<file path="config.mk">
export PLATFORM = sky130hd
export DESIGN_NAME = gbk_device_flat
export DESIGN_NICKNAME = d
export VERILOG_FILES = /design/src/rtl/gbk_pkg.sv /design/src/rtl/gbk_if.sv /design/src/rtl/gbk_bank_store.sv /design/src/rtl/gbk_device.sv /design/src/flat_wrapper.sv
export SDC_FILE = /design/constraint.sdc
export NUM_CORES = 1
export LEC_CHECK = 0
export BUFFER_PORTS_ARGS = -buffer_cell sky130_fd_sc_hd__buf_2
export CORE_MARGIN = 10
export CORE_UTILIZATION = 55
export DETAILED_ROUTE_END_ITERATION = 16
export PLACE_DENSITY_LB_ADDON = 0.25
export SLEW_MARGIN = 20
export SYNTH_ARGS = -nofsm -noshare
export SYNTH_HDL_FRONTEND = slang
export SYNTH_HIERARCHICAL = 1
export SYNTH_SLANG_ARGS = --single-unit
</file>
<file path="constraint.sdc">
create_clock -name core_clk -period 6.4 [get_ports core_clk]
set_input_delay 0 -clock core_clk [delete_from_list [all_inputs] [get_ports core_clk]]
set_output_delay 0 -clock core_clk [all_outputs]
set_load 0.01 [all_outputs]
</file>
<file path="src/rtl/gbk_pkg.sv">
// shared constants, types and pointer helpers for the gamma register bank
package gbk_pkg;
  localparam int unsigned CH_N = 9;
  localparam int unsigned DW = 10;
  localparam logic [5:0] PTR_G8 = 6'h07;
  localparam logic [5:0] PTR_COM = 6'h12;
  localparam logic [5:0] PTR_REV = 6'h3c;
  localparam logic [5:0] PTR_ID = 6'h3d;
  localparam logic [5:0] PTR_MAXB = 6'h3f;
  localparam logic [3:0] IDX_COM = 4'h8;
  localparam int unsigned NVW_MSB = 15;
  localparam int unsigned NVW_LSB = 14;
  localparam logic [1:0] NVW_TAG = 2'h1;
  localparam logic [15:0] MAX_BANK_VAL = 16'h0001;
  localparam logic [15:0] REV_DEF = 16'h0001;
  localparam logic [15:0] ID_DEF = 16'h005a;
  localparam int unsigned CLK_MHZ = 40;
  localparam int unsigned BANK_REG_NS = 5000;
  localparam int unsigned BANK_OUT_NS = 10000;
  localparam int unsigned BANK_REG_CYC = BANK_REG_NS * CLK_MHZ / 1000;
  localparam int unsigned BANK_OUT_CYC = BANK_OUT_NS * CLK_MHZ / 1000;
  localparam int unsigned NV_PROG_NS = 250000;
  localparam int unsigned NV_PROG_CYC_DEF = (NV_PROG_NS * CLK_MHZ + 999) / 1000;
  localparam int unsigned PROG_CW = 14;

  typedef logic [CH_N-1:0][DW-1:0] gbk_set_t;

  typedef enum logic [1:0] {
    GBK_WRITE = 2'h0,
    GBK_READ = 2'h1,
    GBK_ACQ_ONE = 2'h2,
    GBK_ACQ_ALL = 2'h3
  } gbk_op_t;

  typedef enum logic [2:0] {
    GBK_H_WRITE = 3'h0,
    GBK_H_READ = 3'h1,
    GBK_H_ACQ_ONE = 3'h2,
    GBK_H_ACQ_ALL = 3'h3,
    GBK_H_READ_NV = 3'h4,
    GBK_H_RESTORE = 3'h5
  } gbk_hop_t;

  function automatic logic ptr_ok(input logic [5:0] p);
    return (p <= PTR_G8) || (p == PTR_COM);
  endfunction

  function automatic logic [3:0] ptr_idx(input logic [5:0] p);
    return (p == PTR_COM) ? IDX_COM : p[3:0];
  endfunction

  function automatic logic [5:0] ptr_next(input logic [5:0] p);
    return (p == PTR_G8) ? PTR_COM : 6'(p + 6'h01);
  endfunction
endpackage

</file>
<file path="src/rtl/gbk_if.sv">
// link between the bus master and the gamma register bank
`timescale 1ns/1ps
interface gbk_if;
  import gbk_pkg::*;
  logic req_valid;
  logic req_ready;
  gbk_op_t req_op;
  logic [5:0] req_ptr;
  logic req_bank;
  logic req_seq;
  logic [15:0] req_wdata;
  logic rsp_valid;
  logic [15:0] rsp_data;
  logic rsp_err;
  logic bank_select_pin;

  modport dev(
    input req_valid, req_op, req_ptr, req_bank, req_seq, req_wdata, bank_select_pin,
    output req_ready, rsp_valid, rsp_data, rsp_err
  );
  modport host(
    output req_valid, req_op, req_ptr, req_bank, req_seq, req_wdata, bank_select_pin,
    input req_ready, rsp_valid, rsp_data, rsp_err
  );
endinterface

</file>
<file path="src/rtl/gbk_bank_store.sv">
// one curve: nonvolatile words plus their storage registers
`timescale 1ns/1ps
module gbk_bank_store
  import gbk_pkg::*;
#(
  parameter gbk_set_t NV_INIT = '0
)
(
  input wire logic core_clk,
  input wire logic rstn,
  input wire logic ld_all,
  input wire logic ld_one,
  input wire logic wr,
  input wire logic nv_wr,
  input wire logic [3:0] idx,
  input wire logic [DW-1:0] wdata,
  output gbk_set_t regs
);
  import gbk_pkg::*;

  typedef struct packed {
    gbk_set_t nv;
    gbk_set_t st;
  } gbk_store_t;

  gbk_store_t q;
  gbk_store_t d;

  always_comb
  begin
    d = q;
    if (ld_all)
    begin
      d.st = q.nv;
    end
    if (ld_one)
    begin
      d.st[idx] = q.nv[idx];
    end
    if (wr)
    begin
      d.st[idx] = wdata;
    end
    if (nv_wr)
    begin
      d.nv[idx] = wdata;
    end
  end

  // nonvolatile image comes back at power-on reset
  always_ff @(posedge core_clk)
  begin
    if (!rstn)
    begin
      q.nv <= NV_INIT;
      q.st <= '0;
    end
    else
    begin
      q <= d;
    end
  end

  assign regs = q.st;
endmodule // gbk_bank_store

</file>
<file path="src/rtl/gbk_device.sv">
// gamma register bank: two curve sets, bank-select switching, acquire
//
// Functional notes
// - host acquires before reading stored values
// - acquire loads registers, and output levels only when the named bank is active
// - pointers 00-07 gamma, 12 common electrode
// - pin change updates all nine outputs together
// - pin level picks curve zero or one
// - registers switch well within five microseconds
// - two storage sets, each with its bank
// - power-on copies each bank into set
// - bus writes change curves used by switching
// - general acquire reloads only named bank
// - restoring both curves needs two acquires
// - pointer steps from 07 straight to 12
`timescale 1ns/1ps
module gbk_device
  import gbk_pkg::*;
#(
  parameter gbk_set_t NV_INIT0 = '0,
  parameter gbk_set_t NV_INIT1 = '0,
  parameter logic [15:0] REV_CODE = REV_DEF, // arbitrary value
  parameter logic [15:0] ID_CODE = ID_DEF, // arbitrary value
  parameter int unsigned NV_PROG_CYC = NV_PROG_CYC_DEF
)
(
  input wire logic core_clk,
  input wire logic rstn,
  gbk_if.dev lnk,
  output gbk_pkg::gbk_set_t gamma_level,
  output logic active_bank,
  output logic boot_done,
  output logic nv_busy
);
  import gbk_pkg::*;

  typedef enum logic [1:0] {
    GBK_BOOT = 2'b00,
    GBK_RUN = 2'b01,
    GBK_PROG = 2'b11
  } gbk_dev_st_t;

  typedef struct packed {
    gbk_dev_st_t st;
    logic bsel_s1;
    logic bsel_s2;
    logic bank;
    logic [5:0] ptr;
    logic [PROG_CW-1:0] prog_cnt;
    logic rsp_valid;
    logic rsp_err;
    logic [15:0] rsp_data;
    gbk_set_t level;
  } gbk_dev_state_t;

  gbk_dev_state_t q;
  gbk_dev_state_t d;

  gbk_set_t set_q [2];
  logic [1:0] ld_all;
  logic [1:0] ld_one;
  logic [1:0] wr;
  logic [1:0] nv_wr;
  logic [3:0] idx;
  logic [DW-1:0] wdata;
  logic [5:0] ptr_sel;
  logic nv_req;

  for (genvar g = 0; g < 2; g++)
  begin : g_set
    gbk_bank_store #(
      .NV_INIT((g == 0) ? NV_INIT0 : NV_INIT1)
    ) u_store (
      .core_clk(core_clk),
      .rstn(rstn),
      .ld_all(ld_all[g]),
      .ld_one(ld_one[g]),
      .wr(wr[g]),
      .nv_wr(nv_wr[g]),
      .idx(idx),
      .wdata(wdata),
      .regs(set_q[g])
    );
  end

  always_comb
  begin
    d = q;
    d.rsp_valid = 1'b0;
    d.rsp_err = 1'b0;
    ld_all = 2'b00;
    ld_one = 2'b00;
    wr = 2'b00;
    nv_wr = 2'b00;
    // seq requests continue from the last pointer used
    ptr_sel = lnk.req_seq ? ptr_next(q.ptr) : lnk.req_ptr;
    idx = ptr_idx(ptr_sel);
    wdata = lnk.req_wdata[DW-1:0];
    nv_req = lnk.req_wdata[NVW_MSB:NVW_LSB] == NVW_TAG;

    d.bsel_s1 = lnk.bank_select_pin;
    d.bsel_s2 = q.bsel_s1;
    d.bank = q.bsel_s2;
    // outputs always follow the active set a cycle late: a reload shows a cycle after the registers, a pin edge four cycles later
    d.level = q.bank ? set_q[1] : set_q[0];

    unique case (q.st)
      GBK_BOOT:
      begin
        ld_all = 2'b11;
        d.st = GBK_RUN;
      end
      GBK_PROG:
      begin
        if (q.prog_cnt <= PROG_CW'(1))
        begin
          d.st = GBK_RUN;
        end
        d.prog_cnt = PROG_CW'(q.prog_cnt - PROG_CW'(1));
      end
      GBK_RUN:
      begin
        if (lnk.req_valid)
        begin
          d.rsp_valid = 1'b1;
          d.rsp_data = '0;
          d.ptr = ptr_sel;
          unique case (lnk.req_op)
            GBK_WRITE:
            begin
              if (!ptr_ok(ptr_sel) || (nv_req && lnk.req_seq))
              begin
                d.rsp_err = 1'b1;
              end
              else
              begin
                wr[q.bank] = 1'b1;
                if (nv_req)
                begin
                  // programming blocks the link for the full write time
                  nv_wr[q.bank] = 1'b1;
                  d.st = GBK_PROG;
                  d.prog_cnt = PROG_CW'(NV_PROG_CYC);
                end
              end
            end
            GBK_READ:
            begin
              if (ptr_ok(ptr_sel))
              begin
                d.rsp_data = {6'h00, set_q[q.bank][idx]};
              end
              else if (lnk.req_seq)
              begin
                d.rsp_err = 1'b1;
              end
              else if (ptr_sel == PTR_REV)
              begin
                d.rsp_data = REV_CODE;
              end
              else if (ptr_sel == PTR_ID)
              begin
                d.rsp_data = ID_CODE;
              end
              else if (ptr_sel == PTR_MAXB)
              begin
                d.rsp_data = MAX_BANK_VAL;
              end
              else
              begin
                d.rsp_err = 1'b1;
              end
            end
            GBK_ACQ_ONE:
            begin
              if (ptr_ok(ptr_sel))
              begin
                ld_one[lnk.req_bank] = 1'b1;
              end
              else
              begin
                d.rsp_err = 1'b1;
              end
            end
            GBK_ACQ_ALL:
            begin
              ld_all[lnk.req_bank] = 1'b1;
            end
          endcase
        end
      end
      default:
      begin
        d.st = GBK_BOOT;
      end
    endcase
  end

  always_ff @(posedge core_clk)
  begin
    if (!rstn)
    begin
      q <= '0;
    end
    else
    begin
      q <= d;
    end
  end

  assign lnk.req_ready = q.st == GBK_RUN;
  assign lnk.rsp_valid = q.rsp_valid;
  assign lnk.rsp_data = q.rsp_data;
  assign lnk.rsp_err = q.rsp_err;
  assign gamma_level = q.level;
  assign active_bank = q.bank;
  assign boot_done = q.st != GBK_BOOT;
  assign nv_busy = q.st == GBK_PROG;
endmodule // gbk_device

</file>
<file path="src/flat_wrapper.sv">
// flat-port wrapper written by rule: the top's interface ports become plain ports
module gbk_device_flat import gbk_pkg::*;
#(
  parameter gbk_set_t NV_INIT0 = '0,
  parameter gbk_set_t NV_INIT1 = '0,
  parameter logic [15:0] REV_CODE = REV_DEF,                   
  parameter logic [15:0] ID_CODE = ID_DEF,                   
  parameter int unsigned NV_PROG_CYC = NV_PROG_CYC_DEF
)
  (core_clk, rstn, gamma_level, active_bank, boot_done, nv_busy, lnk_req_valid, lnk_req_op, lnk_req_ptr, lnk_req_bank, lnk_req_seq, lnk_req_wdata, lnk_bank_select_pin, lnk_req_ready, lnk_rsp_valid, lnk_rsp_data, lnk_rsp_err);
  gbk_if lnk_i ();
  input wire logic core_clk;
  input wire logic rstn;
  output gbk_pkg::gbk_set_t gamma_level;
  output logic active_bank;
  output logic boot_done;
  output logic nv_busy;
  input wire logic [$bits(lnk_i.req_valid)-1:0] lnk_req_valid;
  input wire logic [$bits(lnk_i.req_op)-1:0] lnk_req_op;
  input wire logic [$bits(lnk_i.req_ptr)-1:0] lnk_req_ptr;
  input wire logic [$bits(lnk_i.req_bank)-1:0] lnk_req_bank;
  input wire logic [$bits(lnk_i.req_seq)-1:0] lnk_req_seq;
  input wire logic [$bits(lnk_i.req_wdata)-1:0] lnk_req_wdata;
  input wire logic [$bits(lnk_i.bank_select_pin)-1:0] lnk_bank_select_pin;
  output wire logic [$bits(lnk_i.req_ready)-1:0] lnk_req_ready;
  output wire logic [$bits(lnk_i.rsp_valid)-1:0] lnk_rsp_valid;
  output wire logic [$bits(lnk_i.rsp_data)-1:0] lnk_rsp_data;
  output wire logic [$bits(lnk_i.rsp_err)-1:0] lnk_rsp_err;
  assign lnk_i.req_valid = lnk_req_valid;
  assign lnk_i.req_op = lnk_req_op;
  assign lnk_i.req_ptr = lnk_req_ptr;
  assign lnk_i.req_bank = lnk_req_bank;
  assign lnk_i.req_seq = lnk_req_seq;
  assign lnk_i.req_wdata = lnk_req_wdata;
  assign lnk_i.bank_select_pin = lnk_bank_select_pin;
  assign lnk_req_ready = lnk_i.req_ready;
  assign lnk_rsp_valid = lnk_i.rsp_valid;
  assign lnk_rsp_data = lnk_i.rsp_data;
  assign lnk_rsp_err = lnk_i.rsp_err;
  gbk_device #(.NV_INIT0(NV_INIT0), .NV_INIT1(NV_INIT1), .REV_CODE(REV_CODE), .ID_CODE(ID_CODE), .NV_PROG_CYC(NV_PROG_CYC)) u_core (.core_clk(core_clk), .rstn(rstn), .lnk(lnk_i), .gamma_level(gamma_level), .active_bank(active_bank), .boot_done(boot_done), .nv_busy(nv_busy));
endmodule
</file>
# Yosys cells after proc, flatten, opt, wreduce, memory -nomap -nowiden
# Cells that the tools add are included.
# Widths: inputs -> output; s select.
[op_classes]
add_sub_neg = 2
order_cmp = 9
n_eq_ne = 16
mux = 72
n_bitwise = 1
n_reduce_logical = 16
[op_table]
columns = ["op", "count"]
rows = [
  ["$mux 90", 10],
  ["$bwmux 90", 6],
  ["$bmux 10 s4", 3],
  ["$mux 16", 5],
  ["$mux 14", 3],
  ["$demux 10 s4", 1],
  ["$mux 10", 4],
  ["$mux 2", 20],
  ["$mux 32", 1],
  ["$pmux 14 s2", 1],
  ["$eq 6x6->1 const B", 3],
  ["$le 14x1->1 const B", 1],
  ["$sub 14x1->14 const B", 1],
  ["$mux 6", 2],
  ["$mux 1", 10],
  ["$reduce_and 5->1", 2],
  ["$add 6x1->6 const B", 1],
  ["$eq 2x1->1 const B", 3],
  ["$eq 2x2->1 const B", 3],
  ["$eq 6x3->1 const B", 1],
  ["$eq 6x5->1 const B", 1],
  ["$le 6x3->1 const B", 1],
  ["$ne 2x1->1 const B", 3],
  ["$pmux 2 s3", 1],
  ["other kinds (18)", 29],
]
[totals]
ff_bits = 493
elab_cells = 170

# Logic depth before layout (Yosys ltp)
# Gate-level depths: netlist (run 1).
[depth]
word_depth = 13
ltp_mapped = 14
depth_no_buf = 11

# Cells and area by module
# The synthesis (run 1) kept the hierarchy.
[by_module_without_submodules]
columns = ["mod", "n_inst", "cells_each", "area_each_um2"]
rows = [
  ["gbk_bank_store", 2, 991, 9152.5],
  ["gbk_device", 1, 761, 7541.0],
]

# Least setup slack after synthesis (run 1)
# Ideal clock, no wire load.
[synth_path]
path_kind = "register -> register"
start = "register u_core/q[122] (netlist name)"
end = "register u_core.g_set[0].u_store.q (netlist bit u_core/g_set[0].u_store/regs[40])"
setup_ns = 0.122
arrival_time_ns = 3.205
t_required_ns = 6.278
setup_slack_ns = 3.073
stages_incl_launch_ff = 12
synth_period_minus_slack_ns = 3.327
cell_sequence = "dfxtp_1 -> ha_1 -> xor2_1 -> mux2i_4 -> inv_2 -> buf_2 -> clkbuf_1 -> buf_2 -> or4b_4 -> o21ai_4 -> nor2_1 -> a221o_1"
[synth_via]
elab_chain_cells = 13
word_cells_on_any_way = 29
[synth_rtl]
columns = ["item", "line_no", "rtl"]
rows = [
  ["start: declaration", "gbk_device.sv:56", "gbk_dev_state_t q;"],
  ["start signal: assignment", "gbk_device.sv:203", "q <= '0;"],
  ["start signal: assignment", "gbk_device.sv:207", "q <= d;"],
  ["$add 6x1->6 / $eq 6x3->1 (equally long branches)", "gbk_pkg.sv:53", "return (p == PTR_G8) ? PTR_COM : 6'(p + 6'h01);"],
  ["$mux 6 *", "gbk_pkg.sv:53", ""],
  ["$mux 6 *", "gbk_device.sv:96", "ptr_sel = lnk.req_seq ? ptr_next(q.ptr) : lnk.req_ptr;"],
  ["$eq 6x5->1", "gbk_pkg.sv:49", "return (p == PTR_COM) ? IDX_COM : p[3:0];"],
  ["$mux 4 *", "gbk_pkg.sv:49", ""],
  ["net u_core.idx[2]", "gbk_device.sv:64", "logic [3:0] idx;"],
  ["$lt 4x5->1 (not written as such) / $ge 4x1->1 (equally long branches)", "gbk_bank_store.sv:38, gbk_bank_store.sv:42", ""],
  ["$logic_and 1x1->1 (not written as such)", "gbk_bank_store.sv:38, gbk_bank_store.sv:42", ""],
  ["$mux 10 (not written as such)", "gbk_bank_store.sv:38, gbk_bank_store.sv:42", ""],
  ["$demux 10 s4", "gbk_bank_store.sv:38, gbk_bank_store.sv:42", ""],
  ["$bwmux 90", "gbk_bank_store.sv:38", "d.st[idx] = q.nv[idx];"],
  ["$mux 90", "gbk_bank_store.sv:36", "if (ld_one)"],
  ["$bwmux 90", "gbk_bank_store.sv:42", "d.st[idx] = wdata;"],
  ["$mux 90 *", "gbk_bank_store.sv:40", "if (wr)"],
  ["end: declaration", "gbk_bank_store.sv:26", "gbk_store_t q;"],
]
# The timed path passes the listed nets; every way through them passes the cells marked *. The select of a mux whose other input is x is not followed.
# A chain may end at the register's enable or synchronous reset.

# Final worst setup path (run 1)
[layout_path]
start = "register u_core/q[122] (netlist name)"
end = "register u_core.g_set[0].u_store.q (netlist bit u_core/g_set[0].u_store/regs[54])"
# The elaborated chain is that of the path after synthesis.

==> impl_metrics.env, run 1 <==
export IMPL_rsz0062_at_grt="no"
export IMPL_final_hold_violation_count=0
export IMPL_setup_violations=0
export IMPL_critPathRequiredTime_ns=6.85
export IMPL_wl_per_cell_um=26.2
export IMPL_power_switching_uw=1630
export IMPL_n_antenna_cell=0
export IMPL_syn_avg_cell_area_um2=9.42
export IMPL_numCtsBuffers=51
export IMPL_r2r_start="u_core/q[122]"
export IMPL_synth_seq_cells=487
export IMPL_grt_pass1_vias=18900
export IMPL_crit_path_max_incr_delay_ns=0.90
export IMPL_min_to="u_core/q[127]"
export IMPL_rr_endpoint="u_core/g_set[0].u_store/regs[54]"
export IMPL_path_clk_slew_ns=0.06
export IMPL_synth_top_area_cell="dfxtp_1"
export IMPL_synthDistinctLibCells=82
export IMPL_max_vdd_ir_drop_mv=0.242
export IMPL_clockPowerShare_pct=46.5
export IMPL_max_slew_margin_pct=27.8
export IMPL_ff2ff_setup_slack_ns=1.35
export IMPL_placed_area_um2=24400
export IMPL_die_w_um=237
export IMPL_power_share_switching_pct=24.8
export IMPL_layout_setup_ws_ns=1.35
export IMPL_synth_top_family_by_area="multiplexers"
export IMPL_internal_power_uw=4950
export IMPL_dp_final_hpwl_mm=56.3
export IMPL_synthToLayoutAreaGrowth_pct=1.47
export IMPL_yosysTopAreaCellShare_pct=37.7
export IMPL_cts_num_sinks=487
export IMPL_ioPinCount=142
export IMPL_hp_start="lnk_req_seq"
export IMPL_crit_path_max_fanout=20
export IMPL_leakage_uw=0.00995
export IMPL_clkLatencyLatePin_ns=0.62
export IMPL_ant_nets=0
export IMPL_filler_cell_count=4054
export IMPL_synth_seq_area_share_pct=37.7
export IMPL_synthXorXnorAreaFrac_pct=0.271
export IMPL_crit_path_cell_trace="ha_1 -> xor2_1 -> mux2i_4 -> inv_2 -> nor3_4 -> o21ai_1 -> nand2_1 -> nor2b_1 -> nand3_1 -> o21ai_0 -> a31oi_1"
export IMPL_worstMarginPinSlew_ns=1.08
export IMPL_totalWireLength_mm=81.3
export IMPL_row_count=79
export IMPL_grt_pass1_wl_mm=121
export IMPL_final_max_slew_violation_count=0
export IMPL_critical_path_arrival_ns=5.50
export IMPL_postCtsSetupBuffers=0
export IMPL_grt_ovfl_total=0
export IMPL_outcome="complete, no violations"
export IMPL_finalHoldWorstSlack_ns=0.0348
export IMPL_p_seq_share_pct=46.3
export IMPL_htreeDepth=2
export IMPL_synth_area_top_cells="dfxtp_1, mux2i_1, buf_4"
export IMPL_crit_path_end_kind="flip-flop"
export IMPL_clock_path_buffers=3
export IMPL_fin_util_pct=56.3
export IMPL_synthArstFlopShare_pct=0
export IMPL_layout_commonest_cell="dfxtp_1"
export IMPL_ys_warn_count=6
export IMPL_synth_edf_count=0
export IMPL_synth_fa_ha_area_share_pct=0.145
export IMPL_cts_tree="yes"
export IMPL_final_cell_mix="dfxtp_1, mux2i_1, nand2_1, nor2_1, nor2b_1"
export IMPL_final_period_utilization_pct=78.9
export IMPL_dr_pass1_iters=6
export IMPL_synth_simple_gate_area_share_pct=14.4
export IMPL_initial_utilization_pct=55.5
export IMPL_final_setup_tns_ns=0
export IMPL_pwr_share_comb_pct=7.2
export IMPL_place_congestion=0.946
export IMPL_cts_resized=0
export IMPL_p_per_area_nw_per_um2=251
export IMPL_drc_errors=0
export IMPL_cts_root_buf="clkbuf_16"
export IMPL_path_delay_family="simple AND/OR/NAND/NOR gates"
export IMPL_min_path_type="input port to flip-flop"
export IMPL_nets=2489
export IMPL_io_buffers=131
export IMPL_netlist_instances=2743
export IMPL_drive_gt1_share_pct=16.7
export IMPL_critPathLaunchType="flip-flop"
export IMPL_core_um2=46600
export IMPL_worstSetupPathType="flip-flop to flip-flop"
export IMPL_finalCriticalPeriod_ns=5.05
export IMPL_drt_iter0_drc=2440
export IMPL_ctsHoldBuffers=8
export IMPL_fin_skew_ns=0.0227
export IMPL_synth_mux_area_fraction_pct=22.1
export IMPL_critical_path_buf_inv_count=1
export IMPL_antenna_found_initial=5
export IMPL_vias_per_cell=6.39
export IMPL_grt_max_degree=114
export IMPL_maxCapViolCount=0
export IMPL_design_area_um2=26200
export IMPL_slowest_stage="nor2b_1"
export IMPL_rr_worst_depth=11
export IMPL_vias=19800
export IMPL_synth_compound_area_share_pct=13.0
export IMPL_fmax_mhz=198
export IMPL_grt_total_usage_pct=27.9
export IMPL_holdPathStages=5
export IMPL_fp_dieArea_um2=56100
export IMPL_synth_ff_type="dfxtp_1"
export IMPL_dp_slack_ns=1.51
export IMPL_chipHeight_um=237
export IMPL_syn_area_um2=25800
==> layer usage <==
layer	wire length, µm	vias up	global-route usage, %	part of all wire [%]
met5	22	-	0	0.027
met4	4850	4	15.0	6.0
met3	8600	224	7.35	11
met2	34500	1088	40.6	42
met1	33400	9653	37.0	41
li1	-	8854	-	-
==> area by class of cell <==
type                       instances  area [µm²]  share of cell area, %
multi-input combinational       1735       13000                   49.5
sequential                       487        9750                   37.2
clock buffer                      71        1510                   5.77
timing repair buffer             167         965                   3.68
tap                              607         759                   2.90
clock inverter                    21         204                  0.778
inverter                          14        55.1                  0.210
==> cells in the mapped netlist, drive strengths merged, types with 44 or more instances <==
master,instances
mux2i,363
clkbuf,134
a31oi,102
dfxtp,487
a21boi,53
nand3,50
buf,378
nor2b,146
o21ai,115
nand2,326
mux2,44
nor2,155
mux4,70
==> registers in the layout, indices dropped and copies added (netlist names) <==
| signal | cells |
|---|---|
| u_core/gamma_level | 90 |
| u_core/g_set.u_store/q | 180 |
| u_core/q | 22 |
| u_core/g_set.u_store/regs | 180 |
| u_core/d | 2 |
| u_core/lnk.rsp_err | 1 |
| u_core/active_bank | 1 |
| u_core/lnk.rsp_valid | 1 |
| u_core/lnk.rsp_data | 10 |
==> worst register-to-register path: cells and delay by family, from the launching register on <==
kind	cells	cell delay, ns
mux	1	0.31
simple gates	4	2.40
buf+inv	1	0.15
compound gates	3	0.86
fa+ha+maj	1	0.23
xor+xnor	1	0.57
flops	1	0.37
==> worst max-delay path by stage <==
stage                  startpoint                                to  slack, ns  cells past startpoint
finish              u_core/q[122]  u_core/g_set[0].u_store/regs[54]       1.35                     11
detailed placement  u_core/q[122]  u_core/g_set[1].u_store/regs[54]       1.51                     10
CTS                 u_core/q[122]  u_core/g_set[0].u_store/regs[54]       1.47                     11
global placement    u_core/q[122]  u_core/g_set[1].u_store/regs[28]       1.62                     10
floorplan           u_core/q[122]  u_core/g_set[0].u_store/regs[40]       3.07                     11
global route        u_core/q[122]  u_core/g_set[0].u_store/regs[59]       1.01                     10
==> cell families after synthesis <==
family / Yosys count
other: 1
AND/OR/NAND/NOR: 772
buffers and inverters: 526
XOR/XNOR: 8
adder cells (fa/ha/maj): 3
AO/OA/AOI/OAI: 469
multiplexers: 477
flip-flops: 487
==> power by group through the flow <==
stage	Sequential, µW	Combinational [µW]	Clock, µW
floorplan	3110	352	0
detailed placement	3110	457	0
CTS	3050	464	3090
global placement	3110	451	0
global route	3050	499	3210
finish	3050	474	3060
==> stage by stage <==
stage | cells | total power (µW)
global route | 3102 | 6750
floorplan | 2748 | 3460
finish | 3102 | 6580
global placement | 3002 | 3560
detailed placement | 3002 | 3570
CTS | 3102 | 6600
No activity file was read; power rests on OpenSTA's default activity.
==> run 2, diff against run 1 <==
- clock period: 6.4 -> 5 ns (I/O delays scaled with it)
==> run 2 against run 1 <==
Clock power rose by 35%. Critical path type unchanged. Clock skew fell by 0.0044 ns. Combinational power rose by 30%. Highest routed layer unchanged.
==> impl_metrics.env, run 2 (synthesis results as in run 1) <==
export IMPL_crit_path_end_kind="flip-flop"
export IMPL_numCtsBuffers=52
export IMPL_final_setup_tns_ns=0
export IMPL_setup_violations=0
export IMPL_dp_final_hpwl_mm=56.8
export IMPL_internal_power_uw=6510
export IMPL_worstSetupPathType="flip-flop to flip-flop"
export IMPL_final_hold_violation_count=0
export IMPL_row_count=79
export IMPL_die_w_um=237
export IMPL_grt_pass1_wl_mm=122
export IMPL_grt_pass1_vias=19100
export IMPL_holdPathStages=3
export IMPL_vias=20000
export IMPL_final_max_slew_violation_count=0
export IMPL_totalWireLength_mm=81.8
export IMPL_htreeDepth=2
export IMPL_path_clk_slew_ns=0.06
export IMPL_crit_path_max_incr_delay_ns=0.89
export IMPL_clock_path_buffers=3
export IMPL_critPathLaunchType="flip-flop"
export IMPL_p_seq_share_pct=45.1
export IMPL_postCtsSetupBuffers=0
export IMPL_worstMarginPinSlew_ns=1.07
export IMPL_ff2ff_setup_slack_ns=0.66
export IMPL_clockPowerShare_pct=47.8
export IMPL_path_depth=11
export IMPL_place_congestion=0.963
export IMPL_final_cell_mix="dfxtp_1, mux2i_1, nand2_1, nor2_1, nor2b_1"
export IMPL_cts_root_buf="clkbuf_16"
export IMPL_critical_path_buf_inv_count=2
export IMPL_finalCriticalPeriod_ns=4.34
export IMPL_min_path_type="input port to flip-flop"
export IMPL_multiInputGateArea_um2=13000
export IMPL_pwr_share_comb_pct=7.1
export IMPL_drive_gt1_share_pct=17.5
export IMPL_max_slew_margin_pct=28.4
export IMPL_power_share_switching_pct=24.7
export IMPL_leakage_uw=0.0101
export IMPL_critical_path_arrival_ns=4.83
export IMPL_dr_pass1_iters=6
export IMPL_filler_cell_count=4040
export IMPL_layout_setup_ws_ns=0.660
export IMPL_grt_total_usage_pct=28.0
export IMPL_synthToLayoutAreaGrowth_pct=2.43
export IMPL_maxCapViolCount=0
export IMPL_fin_skew_ns=0.0183
export IMPL_crit_path_cell_trace="ha_1 -> and3b_1 -> o2bb2ai_2 -> clkinv_2 -> nor3_4 -> o2111ai_1 -> buf_4 -> nor3_2 -> nand3_1 -> mux2i_1 -> nor2b_1"
export IMPL_path_delay_family="simple AND/OR/NAND/NOR gates"
export IMPL_core_um2=46600
export IMPL_grt_max_degree=233
export IMPL_ant_nets=0
export IMPL_wl_per_cell_um=26.2
export IMPL_crit_path_max_fanout=15
export IMPL_slowest_stage="nand3_1"
export IMPL_critPathRequiredTime_ns=5.49
export IMPL_max_vdd_ir_drop_mv=0.277
export IMPL_cts_num_sinks=487
export IMPL_cts_tree="yes"
export IMPL_layout_commonest_cell="dfxtp_1"
export IMPL_nets=2507
export IMPL_power_switching_uw=2130
export IMPL_p_per_area_nw_per_um2=327
export IMPL_rr_worst_depth=11
export IMPL_antenna_found_initial=2
export IMPL_clkLatencyLatePin_ns=0.62
export IMPL_chipHeight_um=237
export IMPL_fp_dieArea_um2=56100
export IMPL_rsz0062_at_grt="no"
export IMPL_io_buffers=131
export IMPL_grt_ovfl_total=0
export IMPL_outcome="complete, no violations"
export IMPL_vias_per_cell=6.39
export IMPL_initial_utilization_pct=55.5
export IMPL_fmax_mhz=230
export IMPL_ioPinCount=142
export IMPL_ff_latch_area_um2=9750
export IMPL_final_period_utilization_pct=86.8
export IMPL_drc_errors=0
export IMPL_dp_slack_ns=0.788
export IMPL_drt_iter0_drc=2203
## run 2: cell count changes in the layout (fill, tap and decap cells not counted), moves of 4 or more
cell,previous run,this run
clkbuf_8,14,10
bufinv_16,3,7
clkinvlp_4,2,7
buf_4,27,45
## run 2: power groups by stage
stage | clock network [µW] | registers (µW) | logic [µW]
finish | 4130 | 3900 | 616
global route | 4320 | 3900 | 647
CTS | 4170 | 3900 | 602
detailed placement | 0 | 3990 | 596
global placement | 0 | 3990 | 587
floorplan | 0 | 3980 | 450
## run 2: through the flow
stage | area, µm² | instances | util [%] | total power (µW) | hold slack, ns
floorplan | 25900 | 2748 | - | 4430 | 0.127
global placement | 24600 | 3021 | 52.8 | 4570 | 0.223
detailed placement | 24600 | 3021 | 52.8 | 4580 | 0.221
CTS | 26500 | 3124 | 56.9 | 8670 | 0.00122
global route | 26500 | 3124 | 56.9 | 8860 | 0.0355
finish | 26500 | 3125 | 56.9 | 8650 | 0.0283
## run 2: area by class of cell
cell class	instances	area share (%)
multi-input cells	1735	49.0
flip-flops and latches	487	36.8
clock buffers	68	5.52
repair buffers	184	4.15
well taps	607	2.87
clock inverters	29	1.41
inverters	14	0.208
diodes	1	0.00945
## run 2: layer usage
layer	part of all wire, %	track usage, %	vias to the layer above
met5	0.016	0	-
met4	4.9	13.1	2
met3	10	6.70	193
met2	44	42.1	1117
met1	41	37.2	9761
li1	-	-	8892
## run 2: worst paths after layout
kind                                                          to              from
worst max register to register    u_core/g_set[0].u_store/q[100]     u_core/q[122]
worst max-delay path              u_core/g_set[0].u_store/q[100]     u_core/q[122]
worst min register to register                u_core/active_bank     u_core/d[128]
worst min-delay path            u_core/g_set[0].u_store/regs[19]  lnk_req_wdata[9]
## run 2: worst reg2reg max path: stages (launching register included)
cell,delay [ns]
dfxtp_1,0.38
ha_1,0.25
and3b_1,0.21
o2bb2ai_2,0.37
clkinv_2,0.19
nor3_4,0.43
o2111ai_1,0.16
buf_4,0.21
nor3_2,0.64
nand3_1,0.90
mux2i_1,0.40
nor2b_1,0.07
## run 2: what timing repair did
action                    CTS  global route
hold buffers                6             0
gates resized for setup     0             0
hold endpoints to repair   82             0
==> run 3, diff against run 2 <==
- CORE_UTILIZATION: 55 -> 30
==> run 3 against run 2 <==
Hold slack gained 0.016 ns. Critical path depth grew 1. Combinational power grew 3.7%. Global-route usage shrank 9.8 points. Routed wire length grew 14%. Highest routed layer unchanged. First-iteration DRC count grew 4.8%. Flip-flop and latch count is the same. Worst setup slack lost 0.097 ns. Power grew 3.7%. Cell count grew 18%. Largest cell class unchanged.
==> impl_metrics.env, run 3 (synthesis results as in run 1) <==
export IMPL_maxCapViolCount=0
export IMPL_totalWireLength_mm=93.6
export IMPL_path_clk_slew_ns=0.06
export IMPL_final_period_utilization_pct=88.7
export IMPL_holdPathStages=5
export IMPL_numCtsBuffers=53
export IMPL_p_per_area_nw_per_um2=326
export IMPL_worstMarginPinSlew_ns=1.15
export IMPL_io_buffers=131
export IMPL_ctsHoldBuffers=8
export IMPL_core_um2=85300
export IMPL_hp_start="lnk_req_seq"
export IMPL_rsz0062_at_grt="no"
export IMPL_final_hold_violation_count=0
export IMPL_rr_worst_depth=12
export IMPL_antenna_found_initial=9
export IMPL_worstSetupPathType="flip-flop to flip-flop"
export IMPL_grt_max_degree=174
export IMPL_place_congestion=0.897
export IMPL_critical_path_arrival_ns=4.95
export IMPL_rr_endpoint="u_core/g_set[1].u_store/regs[23]"
export IMPL_initial_utilization_pct=30.3
export IMPL_fmax_mhz=225
export IMPL_nets=2532
export IMPL_pwr_share_comb_pct=7.1
export IMPL_ff_latch_area_um2=9750
export IMPL_layout_commonest_cell="dfxtp_1"
export IMPL_drive_gt1_share_pct=18.3
export IMPL_final_cell_mix="dfxtp_1, mux2i_1, nand2_1, nor2_1, nor2b_1"
export IMPL_power_share_switching_pct=24.7
export IMPL_min_to="u_core/q[127]"
export IMPL_outcome="complete, no violations"
export IMPL_r2r_start="u_core/q[122]"
export IMPL_grt_total_usage_pct=18.2
export IMPL_setup_violations=0
export IMPL_fp_dieArea_um2=98300
export IMPL_die_w_um=314
export IMPL_critPathRequiredTime_ns=5.51
export IMPL_postCtsSetupBuffers=0
export IMPL_critPathLaunchType="flip-flop"
export IMPL_cts_resized=0
export IMPL_startpoint="u_core/q[122]"
export IMPL_dp_final_hpwl_mm=66.1
export IMPL_ant_nets=0
export IMPL_htreeDepth=2
export IMPL_crit_path_end_kind="flip-flop"
export IMPL_vias_per_cell=5.40
export IMPL_internal_power_uw=6750
export IMPL_row_count=107
export IMPL_fin_skew_ns=0.0298
export IMPL_clkLatencyLatePin_ns=0.62
export IMPL_p_seq_share_pct=43.5
export IMPL_clock_path_buffers=3
export IMPL_slowest_stage="nand3_1"
export IMPL_min_path_type="input port to flip-flop"
export IMPL_ff2ff_setup_slack_ns=0.56
export IMPL_final_setup_tns_ns=0
export IMPL_crit_path_max_fanout=15
export IMPL_multiInputGateArea_um2=13000
export IMPL_drc_errors=0
export IMPL_power_total_uw=8960
export IMPL_cts_tree="yes"
export IMPL_grt_ovfl_total=0
export IMPL_synthToLayoutAreaGrowth_pct=6.25
export IMPL_drt_iter0_drc=2309
export IMPL_cts_root_buf="clkbuf_16"
export IMPL_max_vdd_ir_drop_mv=0.236
export IMPL_ioPinCount=142
export IMPL_grt_pass1_wl_mm=135
export IMPL_max_slew_margin_pct=23.3
export IMPL_chipHeight_um=314
export IMPL_leakage_uw=0.0102
export IMPL_filler_cell_count=8708
export IMPL_crit_path_max_incr_delay_ns=0.51
export IMPL_clockPowerShare_pct=49.4
export IMPL_dr_pass1_iters=5
export IMPL_vias=19900
export IMPL_power_switching_uw=2210
export IMPL_crit_path_cell_trace="ha_1 -> and3b_1 -> o2bb2ai_2 -> clkinv_2 -> nor3_4 -> o2111ai_1 -> nor2_1 -> buf_4 -> inv_1 -> nor3b_1 -> nand3_1 -> o221ai_1"
export IMPL_final_max_slew_violation_count=0
export IMPL_cts_num_sinks=487
export IMPL_wl_per_cell_um=25.4
export IMPL_grt_pass1_vias=18800
export IMPL_finalCriticalPeriod_ns=4.44
==> run 3: worst max path at each step <==
stage                                  endpoint  slack, ns
2_1_floorplan  u_core/g_set[0].u_store/regs[40]       1.67
3_3_place_gp   u_core/g_set[1].u_store/regs[25]       0.80
3_5_place_dp   u_core/g_set[1].u_store/regs[23]       0.70
4_1_cts        u_core/g_set[1].u_store/regs[23]       0.63
5_1_grt        u_core/g_set[0].u_store/regs[24]       0.29
6_report       u_core/g_set[1].u_store/regs[23]       0.56
==> run 3: layout make-up <==
type | count | area share [%]
Multi-Input combinational cell | 1735 | 47.2
Sequential cell | 487 | 35.5
Clock buffer | 70 | 5.58
Tap cell | 1144 | 5.21
Timing Repair Buffer | 208 | 4.72
Clock inverter | 29 | 1.53
Inverter | 14 | 0.200
Antenna cell | 1 | 0.00911
==> run 3: critical path, delay by kind of cell, from the launching register on <==
kind	cells	cell delay [ns]
fa+ha+maj	1	0.24
compound gates	3	1.19
buf+inv	3	0.69
simple gates	5	1.83
flops	1	0.37
==> run 3: routing by layer <==
layer	track usage (%)	wire (µm)	vias up
met3	4.33	9050	155
met5	0	110	-
met2	25.9	38400	954
met1	26.4	43100	9855
li1	-	-	8939
met4	5.78	2950	18
==> run 3: metrics by stage <==
stage               util, %  instance area, µm²  setup WS, ns  hold WS (ns)  cells
global route           32.2               27500         0.292        0.0865   3687
global placement       29.8               25400         0.802         0.227   3580
floorplan                 -               25900          1.67         0.127   2748
CTS                    32.2               27500         0.631        0.0150   3687
detailed placement     29.8               25400         0.705         0.240   3580
finish                 32.2               27500         0.564        0.0445   3688
==> run 3: power groups by stage <==
stage / Combinational [µW] / Sequential [µW] / Clock (µW)
global route: 673 / 3900 / 4630
CTS: 632 / 3900 / 4490
floorplan: 450 / 3980 / 0
finish: 639 / 3900 / 4430
detailed placement: 625 / 3980 / 0
global placement: 619 / 3980 / 0
